`config.mk`:
```
export PLATFORM = sky130hd
export DESIGN_NAME = tpw_timer
export DESIGN_NICKNAME = d
export VERILOG_FILES = /design/src/pkg/tpw_pkg.sv /design/src/core/tpw_channel.sv /design/src/core/tpw_timer.sv
export SDC_FILE = /design/constraint.sdc
export NUM_CORES = 1
export LEC_CHECK = 0
export ABC_CLOCK_PERIOD_IN_PS = 5800
export CAP_MARGIN = 20
export CELL_PAD_IN_SITES_DETAIL_PLACEMENT = 1
export CELL_PAD_IN_SITES_GLOBAL_PLACEMENT = 1
export CORE_MARGIN = 2
export CORE_UTILIZATION = 42
export CTS_BUF_LIST = sky130_fd_sc_hd__clkbuf_16
export CTS_CLUSTER_DIAMETER = 40
export CTS_CLUSTER_SIZE = 40
export DETAILED_ROUTE_END_ITERATION = 8
export DONT_BUFFER_PORTS = 1
export PLACE_DENSITY = 0.83
export RECOVER_POWER = 100
export SLEW_MARGIN = 10
export SYNTH_ARGS = -nofsm -noshare
export SYNTH_HDL_FRONTEND = slang
export SYNTH_SLANG_ARGS = --single-unit
```
`constraint.sdc`:
```
create_clock -name clk_i -period 5.8 [get_ports clk_i]
set_input_delay 1.16 -clock clk_i [delete_from_list [all_inputs] [get_ports clk_i]]
set_output_delay 1.16 -clock clk_i [all_outputs]
set_load 0.05 [all_outputs]
```
`src/pkg/tpw_pkg.sv`:
```
// Shared constants and types for the two-channel timer and PWM block.
package tpw_pkg;

  // ************************************************************
  // Register indices (byte address is four times the index)
  // ************************************************************
  localparam logic [3:0] IDX_SC = 4'h0;
  localparam logic [3:0] IDX_CNT_HI = 4'h1;
  localparam logic [3:0] IDX_CNT_LO = 4'h2;
  localparam logic [3:0] IDX_MOD_HI = 4'h3;
  localparam logic [3:0] IDX_MOD_LO = 4'h4;
  localparam logic [3:0] IDX_CH0_SC = 4'h5;
  localparam logic [3:0] IDX_CH0_HI = 4'h6;
  localparam logic [3:0] IDX_CH0_LO = 4'h7;
  localparam logic [3:0] IDX_CH1_SC = 4'h8;
  localparam logic [3:0] IDX_CH1_HI = 4'h9;
  localparam logic [3:0] IDX_CH1_LO = 4'ha;
  localparam logic [3:0] IDX_SOPT = 4'hb;

  // ************************************************************
  // Field positions
  // ************************************************************
  localparam int SC_OVF_BIT = 7;
  localparam int SC_OVF_IE_BIT = 6;
  localparam int SC_CENTER_BIT = 5;
  localparam int SC_CLK_HI = 4;
  localparam int SC_CLK_LO = 3;
  localparam int SC_PS_HI = 2;
  localparam int CH_FLAG_BIT = 7;
  localparam int CH_IE_BIT = 6;
  localparam int CH_MODE_HI = 5;
  localparam int CH_MODE_LO = 4;
  localparam int CH_EDGE_HI = 3;
  localparam int CH_EDGE_LO = 2;
  localparam int SOPT_SLOW_OSC_BIT = 0;
  localparam int SOPT_PIN0_BIT = 1;

  // ************************************************************
  // Encodings and reset values
  // ************************************************************
  localparam logic [1:0] CLK_NONE = 2'h0;
  localparam logic [1:0] CLK_BUS = 2'h1;
  localparam logic [1:0] CLK_UNUSED = 2'h2;
  localparam logic [1:0] CLK_XTAL = 2'h3;
  localparam logic [1:0] MODE_CAPTURE = 2'h0;
  localparam logic [1:0] MODE_COMPARE = 2'h1;
  localparam logic [7:0] SC_RESET = 8'h00;
  localparam logic [7:0] SOPT_RESET = 8'h00;
  localparam logic [15:0] CNT_RESET = 16'h0000;
  localparam logic [15:0] MOD_RESET = 16'h0000;
  localparam logic [15:0] CNT_MAX = 16'hffff;
  localparam logic [6:0] PRE_RESET = 7'h00;

  typedef enum logic {TPW_UP = 1'b0, TPW_DOWN = 1'b1} tpw_dir_type;

endpackage : tpw_pkg

```
`src/core/tpw_channel.sv`:
```
// One timer channel: capture, compare and PWM with its own control register.
`timescale 1ns/1ps
`default_nettype none
module tpw_channel
  import tpw_pkg::*;
(
  input wire logic clk_i,
  input wire logic rst_i,
  input wire logic [15:0] count_i,
  input wire logic tick_i,
  input wire logic reload_i,
  input wire logic center_i,
  input wire logic pin_level_i,
  input wire logic pin_prev_i,
  input wire logic sc_read_i,
  input wire logic sc_write_i,
  input wire logic hi_write_i,
  input wire logic lo_write_i,
  input wire logic [7:0] wdata_i,
  output logic [7:0] sc_o,
  output logic [15:0] value_o,
  output logic out_o,
  output logic drive_o,
  output logic irq_o
);

  logic [7:0] sc_r, sc_nxt;
  logic [15:0] val_r, val_nxt;
  logic [15:0] act_r, act_nxt;
  logic arm_r, arm_nxt;
  logic out_r, out_nxt;
  logic [1:0] mode;
  logic [1:0] edge_sel;
  logic pwm;

  assign mode = sc_r[CH_MODE_HI:CH_MODE_LO];
  assign edge_sel = sc_r[CH_EDGE_HI:CH_EDGE_LO];
  assign pwm = center_i | mode[1];

  always_comb
  begin
    logic rise;
    logic fall;
    logic hit;
    logic evt;
    rise = pin_level_i & ~pin_prev_i;
    fall = ~pin_level_i & pin_prev_i;
    hit = tick_i && (count_i == (pwm ? act_r : val_r));
    evt = 1'b0;
    sc_nxt = sc_r;
    val_nxt = val_r;
    act_nxt = act_r;
    arm_nxt = arm_r;
    out_nxt = out_r;
    if (sc_write_i)
    begin
      sc_nxt[CH_IE_BIT:CH_EDGE_LO] = wdata_i[CH_IE_BIT:CH_EDGE_LO];
      if (arm_r && !wdata_i[CH_FLAG_BIT])
        sc_nxt[CH_FLAG_BIT] = 1'b0;
      arm_nxt = 1'b0;
    end
    if (sc_read_i && sc_r[CH_FLAG_BIT])
      arm_nxt = 1'b1;
    if (hi_write_i)
      val_nxt[15:8] = wdata_i;
    if (lo_write_i)
      val_nxt[7:0] = wdata_i;
    if (pwm)
    begin
      if (reload_i)
        act_nxt = val_r;
      out_nxt = (count_i < act_r) ^ edge_sel[0];
      evt = hit;
    end
    else if (mode == MODE_CAPTURE)
    begin
      if ((edge_sel[0] && rise) || (edge_sel[1] && fall))
      begin
        val_nxt = count_i;
        evt = 1'b1;
      end
    end
    else if (hit)
    begin
      evt = 1'b1;
      unique case (edge_sel)
        2'h0: out_nxt = out_r;
        2'h1: out_nxt = ~out_r;
        2'h2: out_nxt = 1'b0;
        2'h3: out_nxt = 1'b1;
      endcase
    end
    // A new event wins over a clear in the same cycle and restarts the sequence.
    if (evt)
    begin
      sc_nxt[CH_FLAG_BIT] = 1'b1;
      arm_nxt = 1'b0;
    end
  end

  always_ff @(posedge clk_i)
  begin
    if (rst_i)
    begin
      sc_r <= SC_RESET;
      val_r <= CNT_RESET;
      act_r <= CNT_RESET;
      arm_r <= 1'b0;
      out_r <= 1'b0;
    end
    else
    begin
      sc_r <= sc_nxt;
      val_r <= val_nxt;
      act_r <= act_nxt;
      arm_r <= arm_nxt;
      out_r <= out_nxt;
    end
  end

  assign sc_o = sc_r;
  assign value_o = val_r;
  assign out_o = out_r;
  assign drive_o = (pwm || mode == MODE_COMPARE) && edge_sel != 2'h0;
  assign irq_o = sc_r[CH_FLAG_BIT] & sc_r[CH_IE_BIT];

endmodule : tpw_channel
`default_nettype wire

```
`src/core/tpw_timer.sv`:
```
// Two-channel 16-bit timer with PWM, reached over a Wishbone slave port.
`timescale 1ns/1ps
`default_nettype none
// How it works
// - Two channels, each independently capture, compare or edge PWM.
// - Clock select 00 off, 01 bus clock, 10 unused, 11 crystal clock.
// - Crystal selection counts from the 500 kHz crystal-derived clock input.
// - Selected clock passes a prescaler of 1 to 128 before counting.
// - Option bit routes either the pin or slow oscillator to channel 0.
// - Counter counts up normally, up and down in center-aligned PWM.
// - Center-aligned PWM covers all channels and uses buffered values.
// - Modulo sets range; 0x0000 or 0xFFFF means free running.
// - Reading the counter never disturbs counting.
// - Writing either counter byte resets the counter.
// - Capture triggers on rising, falling or any edge.
// - Compare match sets, clears or toggles the output.
// - PWM outputs have selectable polarity.
// - One interrupt per channel plus one for terminal count.
// - Channels optionally drive two shared port pins.
// - Overflow flag sets on wrap to zero, or leaving modulo downward.
// - Flag clears by read while set then writing 0; new overflow restarts.
// - Reading one counter byte latches both until the other is read.
// - Prescale field is a power of two, 000 is 1, 111 is 128.
module tpw_timer
  import tpw_pkg::*;
(
  input wire logic clk_i,
  input wire logic rst_i,
  input wire logic wb_cyc_i,
  input wire logic wb_stb_i,
  input wire logic wb_we_i,
  input wire logic [7:0] wb_adr_i,
  input wire logic [3:0] wb_sel_i,
  input wire logic [31:0] wb_dat_i,
  output logic [31:0] wb_dat_o,
  output logic wb_ack_o,
  input wire logic crystal_derived_clock_i,
  input wire logic slow_oscillator_i,
  input wire logic [1:0] shared_port_pin_i,
  output logic [1:0] shared_port_pin_o,
  output logic [1:0] shared_port_pin_oe_n_o,
  output logic ovf_irq_o,
  output logic [1:0] chan_irq_o
);

  // ************************************************************
  // Helpers
  // ************************************************************
  // power-of-two divisor
  function automatic logic [6:0] ps_mask(input logic [2:0] ps);
    ps_mask = 7'((8'h01 << ps) - 8'h01);
  endfunction : ps_mask

  function automatic logic [7:0] pick(input logic [15:0] v, input logic hi);
    pick = hi ? v[15:8] : v[7:0];
  endfunction : pick

  // ************************************************************
  // Input synchronisers
  // ************************************************************
  // Bits: 0,1 port pins, 2 slow oscillator, 3 crystal clock.
  logic [3:0] s1_r, s2_r, s3_r, lvl_r, prev_r;
  logic [3:0] lvl_nxt;

  always_comb
  begin
    lvl_nxt = lvl_r;
    for (int i = 0; i < 4; i++)
      if (s2_r[i] == s3_r[i])
        lvl_nxt[i] = s2_r[i];
  end

  always_ff @(posedge clk_i)
  begin
    if (rst_i)
    begin
      s1_r <= 4'h0;
      s2_r <= 4'h0;
      s3_r <= 4'h0;
      lvl_r <= 4'h0;
      prev_r <= 4'h0;
    end
    else
    begin
      s1_r <= {crystal_derived_clock_i, slow_oscillator_i, shared_port_pin_i};
      s2_r <= s1_r;
      s3_r <= s2_r;
      lvl_r <= lvl_nxt;
      prev_r <= lvl_r;
    end
  end

  // ************************************************************
  // Bus decode
  // ************************************************************
  logic ack_r, ack_nxt;
  logic [31:0] dat_r, dat_nxt;
  logic [3:0] idx;
  logic mapped;
  logic rd_go;
  logic wr_go;

  assign idx = wb_adr_i[5:2];
  assign mapped = wb_adr_i[7:6] == 2'h0 && idx <= IDX_SOPT;
  // Read side effects act when the request is first seen, so data and latch agree.
  assign rd_go = wb_cyc_i && wb_stb_i && !wb_we_i && !ack_r && mapped;
  assign wr_go = wb_cyc_i && wb_stb_i && wb_we_i && ack_r && mapped && wb_sel_i[0];

  // ************************************************************
  // Counter, prescaler and control
  // ************************************************************
  logic [15:0] cnt_r, cnt_nxt, mod_r, mod_nxt, buf_r, buf_nxt;
  logic [6:0] pre_r, pre_nxt, sc_r, sc_nxt;
  logic [7:0] sopt_r, sopt_nxt;
  tpw_dir_type dir_r, dir_nxt;
  logic ovf_r, ovf_nxt, arm_r, arm_nxt, lat_r, lat_nxt, first_r, first_nxt;
  logic src, tick, wrap, cnt_rd;
  logic [15:0] top;

  assign top = (mod_r == MOD_RESET) ? CNT_MAX : mod_r;
  assign cnt_rd = rd_go && (idx == IDX_CNT_HI || idx == IDX_CNT_LO);

  always_comb
  begin
    unique case (sc_r[SC_CLK_HI:SC_CLK_LO])
      CLK_NONE: src = 1'b0;
      CLK_BUS: src = 1'b1;
      CLK_UNUSED: src = 1'b0;
      CLK_XTAL: src = lvl_r[3] & ~prev_r[3];
    endcase
    // prescaler
    // Only the low bits of the divider are compared, so a smaller divisor takes over at once.
    tick = src && ((pre_r & ps_mask(sc_r[SC_PS_HI:0])) == ps_mask(sc_r[SC_PS_HI:0]));
    pre_nxt = src ? (tick ? PRE_RESET : 7'(pre_r + 7'h01)) : pre_r;
    cnt_nxt = cnt_r;
    dir_nxt = dir_r;
    wrap = 1'b0;
    if (tick)
    begin
      if (!sc_r[SC_CENTER_BIT])
      begin
        dir_nxt = TPW_UP;
        if (cnt_r == top)
        begin
          cnt_nxt = CNT_RESET;
          wrap = 1'b1;
        end
        else
          cnt_nxt = 16'(cnt_r + 16'h0001);
      end
      else if (dir_r == TPW_UP)
      begin
        if (cnt_r >= top)
        begin
          dir_nxt = TPW_DOWN;
          cnt_nxt = 16'(top - 16'h0001);
          wrap = 1'b1;
        end
        else
          cnt_nxt = 16'(cnt_r + 16'h0001);
      end
      else if (cnt_r == CNT_RESET)
      begin
        dir_nxt = TPW_UP;
        cnt_nxt = 16'h0001;
      end
      else
        cnt_nxt = 16'(cnt_r - 16'h0001);
    end
    if (wr_go && (idx == IDX_CNT_HI || idx == IDX_CNT_LO))
    begin
      cnt_nxt = CNT_RESET;
      dir_nxt = TPW_UP;
      pre_nxt = PRE_RESET;
    end
    mod_nxt = mod_r;
    if (wr_go && idx == IDX_MOD_HI)
      mod_nxt[15:8] = wb_dat_i[7:0];
    if (wr_go && idx == IDX_MOD_LO)
      mod_nxt[7:0] = wb_dat_i[7:0];
    sopt_nxt = (wr_go && idx == IDX_SOPT) ? wb_dat_i[7:0] : sopt_r;
    sc_nxt = (wr_go && idx == IDX_SC) ? wb_dat_i[6:0] : sc_r;
    ovf_nxt = ovf_r;
    arm_nxt = arm_r;
    if (rd_go && idx == IDX_SC && ovf_r)
      arm_nxt = 1'b1;
    if (wr_go && idx == IDX_SC)
    begin
      if (arm_r && !wb_dat_i[SC_OVF_BIT])
        ovf_nxt = 1'b0;
      arm_nxt = 1'b0;
    end
    // overflow sets, winning over a clear
    if (wrap)
    begin
      ovf_nxt = 1'b1;
      arm_nxt = 1'b0;
    end
    lat_nxt = lat_r;
    first_nxt = first_r;
    buf_nxt = buf_r;
    if (cnt_rd)
    begin
      if (!lat_r)
      begin
        lat_nxt = 1'b1;
        first_nxt = idx == IDX_CNT_HI;
        buf_nxt = cnt_r;
      end
      else if (first_r != (idx == IDX_CNT_HI))
        lat_nxt = 1'b0;
    end
    if (wr_go && (idx == IDX_SC || idx == IDX_CNT_HI || idx == IDX_CNT_LO))
      lat_nxt = 1'b0;
  end

  always_ff @(posedge clk_i)
  begin
    if (rst_i)
    begin
      cnt_r <= CNT_RESET;
      mod_r <= MOD_RESET;
      buf_r <= CNT_RESET;
      pre_r <= PRE_RESET;
      sc_r <= SC_RESET[6:0];
      sopt_r <= SOPT_RESET;
      dir_r <= TPW_UP;
      ovf_r <= 1'b0;
      arm_r <= 1'b0;
      lat_r <= 1'b0;
      first_r <= 1'b0;
    end
    else
    begin
      cnt_r <= cnt_nxt;
      mod_r <= mod_nxt;
      buf_r <= buf_nxt;
      pre_r <= pre_nxt;
      sc_r <= sc_nxt;
      sopt_r <= sopt_nxt;
      dir_r <= dir_nxt;
      ovf_r <= ovf_nxt;
      arm_r <= arm_nxt;
      lat_r <= lat_nxt;
      first_r <= first_nxt;
    end
  end

  // ************************************************************
  // Channels
  // ************************************************************
  logic [7:0] ch_sc [2];
  logic [15:0] ch_val [2];
  logic [1:0] ch_out, ch_drive, ch_irq, ch_lvl, ch_prev;

  assign ch_lvl[0] = sopt_r[SOPT_SLOW_OSC_BIT] ? lvl_r[2] : lvl_r[0];
  assign ch_prev[0] = sopt_r[SOPT_SLOW_OSC_BIT] ? prev_r[2] : prev_r[0];
  assign ch_lvl[1] = lvl_r[1];
  assign ch_prev[1] = prev_r[1];

  for (genvar c = 0; c < 2; c++)
  begin : g_ch
    localparam logic [3:0] BASE = 4'(IDX_CH0_SC + 4'(3 * c));
    tpw_channel u_ch (
      .clk_i(clk_i),
      .rst_i(rst_i),
      .count_i(cnt_r),
      .tick_i(tick),
      .reload_i(wrap),
      .center_i(sc_r[SC_CENTER_BIT]),
      .pin_level_i(ch_lvl[c]),
      .pin_prev_i(ch_prev[c]),
      .sc_read_i(rd_go && idx == BASE),
      .sc_write_i(wr_go && idx == BASE),
      .hi_write_i(wr_go && idx == 4'(BASE + 4'h1)),
      .lo_write_i(wr_go && idx == 4'(BASE + 4'h2)),
      .wdata_i(wb_dat_i[7:0]),
      .sc_o(ch_sc[c]),
      .value_o(ch_val[c]),
      .out_o(ch_out[c]),
      .drive_o(ch_drive[c]),
      .irq_o(ch_irq[c])
    );
  end

  // ************************************************************
  // Read data, pins and interrupts
  // ************************************************************
  logic [1:0] pin_r, pin_nxt, oe_n_r, oe_n_nxt, chirq_r;
  logic ovfirq_r, ovfirq_nxt;

  always_comb
  begin
    ack_nxt = wb_cyc_i && wb_stb_i && !ack_r;
    dat_nxt = 32'h0000_0000;
    // reads do not touch the counter
    unique case (idx)
      IDX_SC: dat_nxt[7:0] = {ovf_r, sc_r};
      IDX_CNT_HI: dat_nxt[7:0] = pick(lat_r ? buf_r : cnt_r, 1'b1);
      IDX_CNT_LO: dat_nxt[7:0] = pick(lat_r ? buf_r : cnt_r, 1'b0);
      IDX_MOD_HI: dat_nxt[7:0] = pick(mod_r, 1'b1);
      IDX_MOD_LO: dat_nxt[7:0] = pick(mod_r, 1'b0);
      IDX_CH0_SC: dat_nxt[7:0] = ch_sc[0];
      IDX_CH0_HI: dat_nxt[7:0] = pick(ch_val[0], 1'b1);
      IDX_CH0_LO: dat_nxt[7:0] = pick(ch_val[0], 1'b0);
      IDX_CH1_SC: dat_nxt[7:0] = ch_sc[1];
      IDX_CH1_HI: dat_nxt[7:0] = pick(ch_val[1], 1'b1);
      IDX_CH1_LO: dat_nxt[7:0] = pick(ch_val[1], 1'b0);
      IDX_SOPT: dat_nxt[7:0] = sopt_r;
      default: dat_nxt = 32'h0000_0000;
    endcase
    if (!mapped || !ack_nxt)
      dat_nxt = 32'h0000_0000;
    pin_nxt = ch_out;
    oe_n_nxt = ~(sopt_r[SOPT_PIN0_BIT +: 2] & ch_drive);
    ovfirq_nxt = ovf_nxt & sc_nxt[SC_OVF_IE_BIT];
  end

  always_ff @(posedge clk_i)
  begin
    if (rst_i)
    begin
      ack_r <= 1'b0;
      dat_r <= 32'h0000_0000;
      pin_r <= 2'h0;
      oe_n_r <= 2'h3;
      ovfirq_r <= 1'b0;
      chirq_r <= 2'h0;
    end
    else
    begin
      ack_r <= ack_nxt;
      dat_r <= dat_nxt;
      pin_r <= pin_nxt;
      oe_n_r <= oe_n_nxt;
      ovfirq_r <= ovfirq_nxt;
      chirq_r <= ch_irq;
    end
  end

  assign wb_ack_o = ack_r;
  assign wb_dat_o = dat_r;
  assign shared_port_pin_o = pin_r;
  assign shared_port_pin_oe_n_o = oe_n_r;
  assign ovf_irq_o = ovfirq_r;
  assign chan_irq_o = chirq_r;

endmodule : tpw_timer
`default_nettype wire

```
==> key figures, run 1 <==
Logic synthesis
  – Distinct cells, synth: 88
  – Mapped Area: 12230 um2
  – Yosys reg bits: 191
  – Top FF cell, synth: dfxtp_1
  – Synth area leaders: dfxtp_1, mux2i_1, nand2_1
  – Top cell type by total area after synthesis: dfxtp_1
  – Yosys top cell area share: 0.3125
  – Post-synthesis sequential area ratio: 0.3125
  – Post-synth EDFFs: 0
  – Cells after synthesis: 1567
  – Synth Area per Inst: 7.807 um2
  – Ys async rst share: 0
  – Synth warnings: 0

Floorplan
  – IO Count: 93
  – Core Region: 28700 um2
  – Die span in y: 174.7 um
  – Die Span X: 174.7 um
  – Initial Utilization: 0.4262
  – Die ar.: 30510 um2
  – Row Count: 62

Route
  – Residual DRC: 0
  – Drt pass-1 iters: 5
  – Antenna-violating nets left: 0
  – DRT Wirelength: 48.15 mm
  – Top sig layer: met4
  – Met3 wire len: 4.731 mm
  – Metal2 WL: 21.46 mm
  – Initial drt markers: 1525
  – M1 wire length: 19.30 mm
  – Avg WL per Cell: 25.32 um
  – Drt via density: 6.539
  – Routed via count: 12.44k

Setup path
  – Crit-path cells: nor3_1, nand3_1, nor3_4, nor2_1, ha_1, nand4_2, nor4_1, or3_1, o31ai_2, a211oi_4, clkbuf_2, mux2i_1, nor2_1
  – CP arrival: 5.54 ns
  – Kind of critical path: flip-flop to flip-flop
  – Crit path from: mod_r[2]$_SDFFE_PP0P_
  – Critical Path Fanout Max: 19
  – Buf+Inv Stages, Crit Path: 1
  – CP Data Required Time: 6.13 ns
  – Critical Path Source Type: flip-flop
  – CP dominant cell by count: nor2_1
  – R2R Path Start: mod_r[2]$_SDFFE_PP0P_
  – Critical path endpoint category: flip-flop
  – Slowest CP cell: nor3_4
  – CP delay by family, top: simple AND/OR/NAND/NOR gates
  – CP peak stage delay: 0.72 ns

Global routing
  – Vias in the first global route: 12.58k
  – Initial antenna violation count: 1
  – Largest net degree at the start of global routing: 158
  – Overflow after GRT: 0
  – First-pass GRT wire length: 73.69 mm
  – Gr usage total: 0.3118

Pwr
  – Combinational group share of total power: 0.026
  – Max IR drop VDD: 0.2030 mV
  – Cell Int Power: 1.976 mW
  – Switching Share: 0.2737
  – PD cells: 208.7 nW/um2
  – Sw Pwr: 0.7446 mW
  – Clock power frac: 0.490
  – Sequential power share: 0.484
  – Pleak: 4.773 nW

Job
  – Max-Cap Viols: 0

Timing
  – # setup viols final: 0
  – Clock skew: 0.01412 ns
  – RSZ-0062 raised after global routing: no
  – Slew Limit Fails: 0
  – Fin crit share: 0.8981
  – Fmax: 192.0 MHz
  – Setup tns final: 0 ns
  – Actual slew at the worst max-slew pin: 1.318 ns
  – Fin Hold WS: 0.4544 ns
  – Slew HR: 0.1144
  – Final min period: 5.209 ns
  – Final worst setup slack: 0.5908 ns
  – Final Hold Viols: 0

Final layout
  – Final core occ: 0.4541
  – Filler Cells Inserted: 3562
  – Finished Cell Area: 13030 um2
  – Ratio of cells with drive above 1 in the final layout: 0.06061
  – Area Overhead vs Synth: 6.535%
  – Nets@finish: 1609
  – Commonest non-fill, non-tap cell in the layout: nand2_1
  – Most frequent cells in the layout: nand2_1, dfxtp_1, nor2_1
  – Diodes inserted: 0

Placement
  – Pre-CTS setup slack: 1.049 ns
  – Dpl hpwl: 32.22 mm
  – Port bufs: 0
  – Gpl congestion: 0.9241
  – Post-DP Area: 12390 um2

Min path
  – Hold_sp: s1_r[1]$_SDFF_PP0_
  – HP Class: flip-flop to flip-flop

CTS
  – Htree depth: 4
  – Post-CTS Setup Bufs: 0
  – Clk_lat worst skew: 0.46 ns
  – CTS Hold Buffers Added: 0
  – Inserted Clock Buffers: 17
  – Clock tree buffer depth: 2
  – CTS tree: yes
  – Post-CTS sizing: 0
  – Worst-path clk slew: 0.09 ns
  – Root Buffer: clkbuf_16
  – Clock sink count: 191

Outcome
  – Status: finished clean
-- metrics by stage --
stage	instances	power, mW
5_1_grt	1902	2.772
4_1_cts	1899	2.717
6_report	1902	2.721
2_1_floorplan	1590	1.446
3_3_place_gp	1867	1.415
3_5_place_dp	1867	1.416
-- flip-flops by register name, indices dropped and copies added (netlist names), 7 cells and up --
signal,cells
g_ch.u_ch.act_r,32
g_ch.u_ch.value_o,32
buf_r,16
cnt_r,16
mod_r,16
g_ch.u_ch.sc_o,12
sopt_r,8
wb_dat_o,8
pre_r,7
sc_r,7
-- power by group through the flow --
stage	registers (mW)	logic, mW	clock network, mW
finish	1.32	0.0703	1.33
global route	1.32	0.0731	1.38
CTS	1.32	0.0690	1.33
detailed placement	1.35	0.0683	0
global placement	1.35	0.0676	0
floorplan	1.35	0.0986	0
-- cell type report --
| class | count | area, um2 | share of cell area |
|---|---|---|---|
| clock buffer | 17 | 425.4 | 0.03264 |
| clock inverter | 15 | 242.7 | 0.01862 |
| inverter | 64 | 240.2 | 0.01843 |
| multi-input combinational | 1197 | 7582 | 0.5817 |
| sequential | 191 | 3824 | 0.2934 |
| tap | 384 | 480.5 | 0.03686 |
| timing repair buffer | 34 | 239.0 | 0.01834 |
-- worst paths after layout --
kind / to / slack [ns] / depth (start not counted)
setup reg to reg: g_ch[1].u_ch.act_r[11]$_SDFFE_PP0P_ / 0.59 / 13
hold / removal: s2_r[1]$_SDFF_PP0_ / 0.45 / 1
hold reg to reg: s2_r[1]$_SDFF_PP0_ / 0.45 / 1
setup / recovery: g_ch[1].u_ch.act_r[11]$_SDFFE_PP0P_ / 0.59 / 13
-- routing by layer --
metal  GRT usage  vias to the layer above
li1            -                     5441
met1      0.4034                     6067
met2      0.4926                      731
met3     0.06223                      198
met4      0.1611                        0
met5           0                        -
-- Yosys cell counts (all sizes together), types with 5 or more instances --
cell	number
o21a	9
inv	63
o32ai	7
o211ai	21
nand2	198
mux2i	91
nor2b	28
nand2b	28
nand3b	12
a311oi	18
nand3	37
xor2	18
xnor2	28
o221ai	11
a211oi	27
a22oi	12
nor3	37
o22ai	19
ha	51
buf	45
a31oi	18
and2	8
o21ai	52
or2	6
clkbuf	93
a2111oi	7
or3	9
and3	17
dfxtp	191
a32oi	5
a32o	5
a221oi	6
o31ai	10
o2111ai	11
nor3b	10
nand4	20
nor4	17
nor2	173
a21oi	95
-- kinds of logic after synthesis --
| group | Yosys count | share of synthesized area |
|---|---|---|
| compound gates | 363 | 0.2061 |
| buf+inv | 202 | 0.07282 |
| flops | 191 | 0.3125 |
| mux | 96 | 0.07997 |
| fa+ha+maj | 51 | 0.05216 |
| xor+xnor | 46 | 0.03293 |
| other cells | 1 | 0.0003065 |
| simple gates | 617 | 0.2432 |
Note: power is estimated with default switching activity, not from simulation.
==> run 2, diff against run 1 <==
CORE_UTILIZATION = 48   (was 42)
PLACE_DENSITY = 0.91   (was 0.83)
REMOVE_ABC_BUFFERS = 1   (was unset)
==> run 2 against run 1 <==
Via count increased by 1.1%. Core utilization increased by 6.0 points. First-iteration DRC count is 0.66% lower. Sequential cell count did not move. The run now ends with capacitance limit, slew limit left. Final cell count fell by 2.8%. Die area down 12%. Sequential power hardly changed. Highest routed layer unchanged. Sequential share of layout area rose by 0.28 points. Clock skew is 0.0013 ns higher. Global-route usage rose by 5.4 points. Critical endpoint is now g_ch[0].u_ch.act_r[13]$_SDFFE_PP0P_. Largest cell class unchanged.
==> key figures, run 2 (same netlist as run 1, synthesis figures left out) <==
Outcome
  – Status: finished, violations left
  – Failing checks: capacitance limit, slew limit

Timing
  – # setup viols final: 0
  – Actual slew at the worst max-slew pin: 1.803 ns
  – Clock skew: 0.01541 ns
  – Final Hold Viols: 0
  – Final min period: 5.211 ns
  – Final worst setup slack: 0.5894 ns
  – Slew Limit Fails: 39
  – Setup tns final: 0 ns
  – Fin crit share: 0.8984
  – Slew HR: -0.2115
  – RSZ-0062 raised after global routing: no
  – Fmax: 191.9 MHz
  – Fin Hold WS: 0.4492 ns

Floorplan
  – Initial Utilization: 0.4872
  – Die ar.: 26780 um2
  – IO Count: 93
  – Core Region: 25110 um2
  – Die span in y: 163.7 um
  – Die Span X: 163.7 um
  – Row Count: 58

Setup path
  – Crit-path cells: or4_4, or3_4, nor3_4, nor2_1, ha_1, nand4_2, nor4_1, nor2_1, a211oi_4, clkbuf_2, mux2i_1, nor2_1
  – CP peak stage delay: 0.70 ns
  – CP dominant cell by count: nor2_1
  – Critical Path Source Type: flip-flop
  – Slowest CP cell: nor4_1
  – CP Data Required Time: 6.13 ns
  – Buf+Inv Stages, Crit Path: 1
  – Critical path endpoint category: flip-flop
  – CP delay by family, top: simple AND/OR/NAND/NOR gates
  – Kind of critical path: flip-flop to flip-flop
  – CP arrival: 5.54 ns
  – Critical Path Fanout Max: 19

Route
  – Routed via count: 12.58k
  – Residual DRC: 0
  – Antenna-violating nets left: 0
  – Initial drt markers: 1515
  – Drt pass-1 iters: 6
  – DRT Wirelength: 48.72 mm
  – Avg WL per Cell: 26.35 um
  – Drt via density: 6.801

CTS
  – Root Buffer: clkbuf_16
  – Worst-path clk slew: 0.09 ns
  – Clock sink count: 191
  – Clk_lat worst skew: 0.45 ns
  – CTS Hold Buffers Added: 0
  – Clock tree buffer depth: 2
  – Htree depth: 4
  – Inserted Clock Buffers: 17
  – Post-CTS sizing: 0
  – Post-CTS Setup Bufs: 0
  – CTS tree: yes

Final layout
  – Commonest non-fill, non-tap cell in the layout: nand2_1
  – Most frequent cells in the layout: nand2_1, dfxtp_1, nor2_1
  – Area of the multi-input gates: 7591 um2
  – Nets@finish: 1608
  – Area Overhead vs Synth: 5.533%
  – Reg area: 3824 um2
  – Filler Cells Inserted: 3128
  – Ratio of cells with drive above 1 in the final layout: 0.06131

Placement
  – Port bufs: 0
  – Pre-CTS setup slack: 1.068 ns
  – Gpl congestion: 0.9841
  – Dpl hpwl: 32.69 mm

Pwr
  – Max IR drop VDD: 0.1758 mV
  – Pleak: 4.745 nW
  – Pwr Total: 2.617 mW
  – PD cells: 202.7 nW/um2

Global routing
  – Initial antenna violation count: 1
  – Largest net degree at the start of global routing: 158
  – First-pass GRT wire length: 74.48 mm
  – Overflow after GRT: 0
  – Gr usage total: 0.3659
  – Vias in the first global route: 12.71k

Job
  – Max-Cap Viols: 2

Min path
  – HP Class: flip-flop to flip-flop
[run 2: cell types whose count changed in the layout (fill, tap and decap cells not counted), sizes merged]
cell	before	now
clkbuf	23	22
inv	70	69
bufinv	1	0
clkinvlp	0	2
diode	0	2
[run 2: through the flow]
step	util	cell area, um2	std cells
CTS	0.5152	12940	1846
detailed placement	0.4911	12330	1814
global placement	0.4911	12330	1814
finish	0.5142	12910	1849
global route	0.5140	12910	1847
floorplan	-	11670	1452
[run 2: layout make-up]
| type | instances | share of cell area |
|---|---|---|
| Antenna cell | 2 | 0.0003876 |
| Clock buffer | 17 | 0.03295 |
| Clock inverter | 15 | 0.01405 |
| Inverter | 64 | 0.01861 |
| Multi-Input combinational cell | 1197 | 0.5879 |
| Sequential cell | 191 | 0.2962 |
| Tap cell | 330 | 0.03198 |
| Timing Repair Buffer | 33 | 0.01793 |
[run 2: worst register-to-register path: stages (launching register included)]
cell and delay [ns]:
dfxtp_1 0.43, or4_4 0.59, or3_4 0.40, nor3_4 0.57, nor2_1 0.11, ha_1 0.34
nand4_2 0.25, nor4_1 0.70, nor2_1 0.46, a211oi_4 0.34, clkbuf_2 0.56, mux2i_1 0.29
nor2_1 0.07
[run 2: final timing paths]
kind                                        startpoint  depth (start not counted)  slack, ns                             endpoint
worst max-delay path            mod_r[10]$_SDFFE_PP0P_                         12       0.59  g_ch[0].u_ch.act_r[13]$_SDFFE_PP0P_
worst max register to register  mod_r[10]$_SDFFE_PP0P_                         12       0.59  g_ch[0].u_ch.act_r[13]$_SDFFE_PP0P_
worst min-delay path                s1_r[2]$_SDFF_PP0_                          1       0.45                   s2_r[2]$_SDFF_PP0_
worst min register to register      s1_r[2]$_SDFF_PP0_                          1       0.45                   s2_r[2]$_SDFF_PP0_
[run 2: where the power goes]
part	internal, mW	total (mW)	switching (mW)
clock network	0.585	1.23	0.643
registers	1.31	1.32	0.00310
logic	0.0124	0.0712	0.0588
total	1.91	2.62	0.705
[run 2: layer usage]
layer  routed length, um  global-route usage  vias to the layer above  share of wire
li1                    -                   -                     5432              -
met1               18780              0.4601                     6039           0.39
met2               21310              0.5691                      858           0.44
met3                5308             0.08151                      246           0.11
met4                3322              0.2253                        0          0.068
met5                   0                   0                        -              0
==> run 3, diff against run 2 <==
CORE_UTILIZATION = 41   (was 48)
PLACE_DENSITY = 0.81   (was 0.91)
==> run 3 against run 2 <==
The run now ends clean. Largest cell class unchanged. Sequential cell count unchanged. Combinational power increased by 0.7%. Register-to-register slack about the same. Critical path depth increased by 1. First-iteration DRC count decreased by 17%. Total power increased by 0.32%. Hold slack improved by 0.00083 ns. Setup slack about the same. Non-clock buffer count increased by 4. Sequential share of layout area decreased by 0.20 points. Global-route usage decreased by 5.9 points. Fmax about the same.
==> key figures, run 3 (same netlist as run 1, synthesis figures left out) <==
Outcome
  – Status: finished clean

Pwr
  – PD cells: 201.9 nW/um2
  – Switching Share: 0.2695
  – Pleak: 4.767 nW
  – Cell Int Power: 1.918 mW
  – Sw Pwr: 0.7074 mW
  – Max IR drop VDD: 0.1647 mV
  – Clock power frac: 0.471
  – Combinational group share of total power: 0.027
  – Sequential power share: 0.502

Setup path
  – Crit path from: mod_r[11]$_SDFFE_PP0P_
  – Internal reg-to-reg setup slack: 0.59 ns
  – Crit path capture: g_ch[0].u_ch.act_r[5]$_SDFFE_PP0P_
  – Worst r2r dst: g_ch[0].u_ch.act_r[5]$_SDFFE_PP0P_
  – Critical Path Source Type: flip-flop
  – Buf+Inv Stages, Crit Path: 1
  – CP arrival: 5.55 ns
  – CP Data Required Time: 6.14 ns
  – Worst R2R Path Depth: 13
  – CP peak stage delay: 0.69 ns
  – R2R Path Start: mod_r[11]$_SDFFE_PP0P_
  – Critical path endpoint category: flip-flop
  – CP delay by family, top: simple AND/OR/NAND/NOR gates
  – Critical Path Fanout Max: 19
  – Slowest CP cell: nor4_1
  – Kind of critical path: flip-flop to flip-flop
  – WP depth: 13
  – Crit-path cells: or4_1, or3_1, nor3_4, nor2_1, ha_1, nand4_2, nor4_1, or3_1, o31ai_2, a211oi_4, clkbuf_2, mux2i_1, nor2_1

Route
  – DRT Wirelength: 48.01 mm
  – Initial drt markers: 1256
  – Drt via density: 6.403
  – Avg WL per Cell: 25.13 um
  – Residual DRC: 0
  – Drt pass-1 iters: 5
  – Routed via count: 12.24k
  – Antenna-violating nets left: 0

Placement
  – Post-DP Area: 12440 um2
  – Gpl congestion: 0.9417
  – Dpl hpwl: 32.73 mm
  – Port bufs: 0

Timing
  – Slew Limit Fails: 0
  – RSZ-0062 raised after global routing: no
  – Final Hold Viols: 0
  – Final min period: 5.210 ns
  – # setup viols final: 0
  – Setup tns final: 0 ns
  – Clock skew: 0.01633 ns
  – Actual slew at the worst max-slew pin: 1.443 ns
  – Slew HR: 0.03047
  – Fin crit share: 0.8983
  – Fmax: 191.9 MHz

Floorplan
  – IO Count: 93
  – Die Span X: 176.7 um
  – Row Count: 63
  – Initial Utilization: 0.4150
  – Die span in y: 176.7 um
  – Die ar.: 31240 um2
  – Core Region: 29480 um2

Final layout
  – Filler Cells Inserted: 3628
  – Area Overhead vs Synth: 6.259%
  – Most frequent cells in the layout: nand2_1, dfxtp_1, nor2_1
  – Ratio of cells with drive above 1 in the final layout: 0.06114
  – Finished Cell Area: 13000 um2
  – Commonest non-fill, non-tap cell in the layout: nand2_1
  – Diodes inserted: 0
  – Nets@finish: 1612

Min path
  – Hold path cells: 2
  – HP Class: flip-flop to flip-flop
  – Hold_sp: sopt_r[3]$_SDFFE_PP0P_

CTS
  – Inserted Clock Buffers: 17
  – Post-CTS Setup Bufs: 0
  – Clk_lat worst skew: 0.45 ns
  – CTS tree: yes
  – Clock sink count: 191
  – Htree depth: 4
  – Root Buffer: clkbuf_16
  – Worst-path clk slew: 0.08 ns
  – CTS Hold Buffers Added: 0
  – Post-CTS sizing: 0
  – Clock tree buffer depth: 2

Global routing
  – First-pass GRT wire length: 73.51 mm
  – Vias in the first global route: 12.51k
  – Initial antenna violation count: 0
  – Overflow after GRT: 0
  – Largest net degree at the start of global routing: 158
  – Gr usage total: 0.3069

Job
  – Max-Cap Viols: 0
run 3: how the worst min path moves through the flow:
stage / end / slack (ns)
CTS: sopt_r[3]$_SDFFE_PP0P_ / 0.45
finish: sopt_r[3]$_SDFFE_PP0P_ / 0.45
detailed placement: s2_r[0]$_SDFF_PP0_ / 0.43
global route: s2_r[3]$_SDFF_PP0_ / 0.46
global placement: s2_r[3]$_SDFF_PP0_ / 0.42
floorplan: shared_port_pin_oe_n_o[1]$_SDFF_PP1_ / 0.39
run 3: through the flow:
step / util / total power [mW] / std cells / worst slack (ns) / hold WS, ns
2_1_floorplan: - / 1.404 / 1452 / 1.376 / 0.3902
3_3_place_gp: 0.4216 / 1.417 / 1877 / 1.147 / 0.4229
3_5_place_dp: 0.4220 / 1.418 / 1878 / 1.067 / 0.4311
4_1_cts: 0.4427 / 2.634 / 1910 / 1.039 / 0.4478
5_1_grt: 0.4410 / 2.685 / 1911 / 0.3670 / 0.4559
6_report: 0.4410 / 2.625 / 1911 / 0.5896 / 0.4500
run 3: power groups by stage:
stage	clock network (mW)	registers, mW	logic, mW
2_1_floorplan	0	1.35	0.0570
3_3_place_gp	0	1.35	0.0695
3_5_place_dp	0	1.35	0.0702
4_1_cts	1.25	1.32	0.0704
5_1_grt	1.29	1.32	0.0747
6_report	1.24	1.32	0.0717
run 3: per-layer routing:
metal / track usage / wire (um) / up-vias
li1: - / - / 5443
met1: 0.3930 / 19820 / 5995
met2: 0.4832 / 21260 / 624
met3: 0.06314 / 4202 / 174
met4: 0.1670 / 2735 / 0
met5: 0 / 0 / -
run 3: final cells by class:
type,instances,area [um2],share of cell area
Clock buffer,17,425.4,0.03272
Clock inverter,15,187.7,0.01444
Tap cell,390,488.0,0.03754
Multi-Input combinational cell,1197,7574,0.5826
Inverter,64,240.2,0.01848
Sequential cell,191,3824,0.2941
Timing Repair Buffer,37,261.5,0.02012
run 3: worst reg2reg max path, stage by stage, from the launching register on:
cell      delay [ns]
dfxtp_1         0.45
or4_1           0.61
or3_1           0.43
nor3_4          0.57
nor2_1          0.10
ha_1            0.33
nand4_2         0.23
nor4_1          0.70
or3_1           0.28
o31ai_2         0.22
a211oi_4        0.24
clkbuf_2        0.57
mux2i_1         0.33
nor2_1          0.06
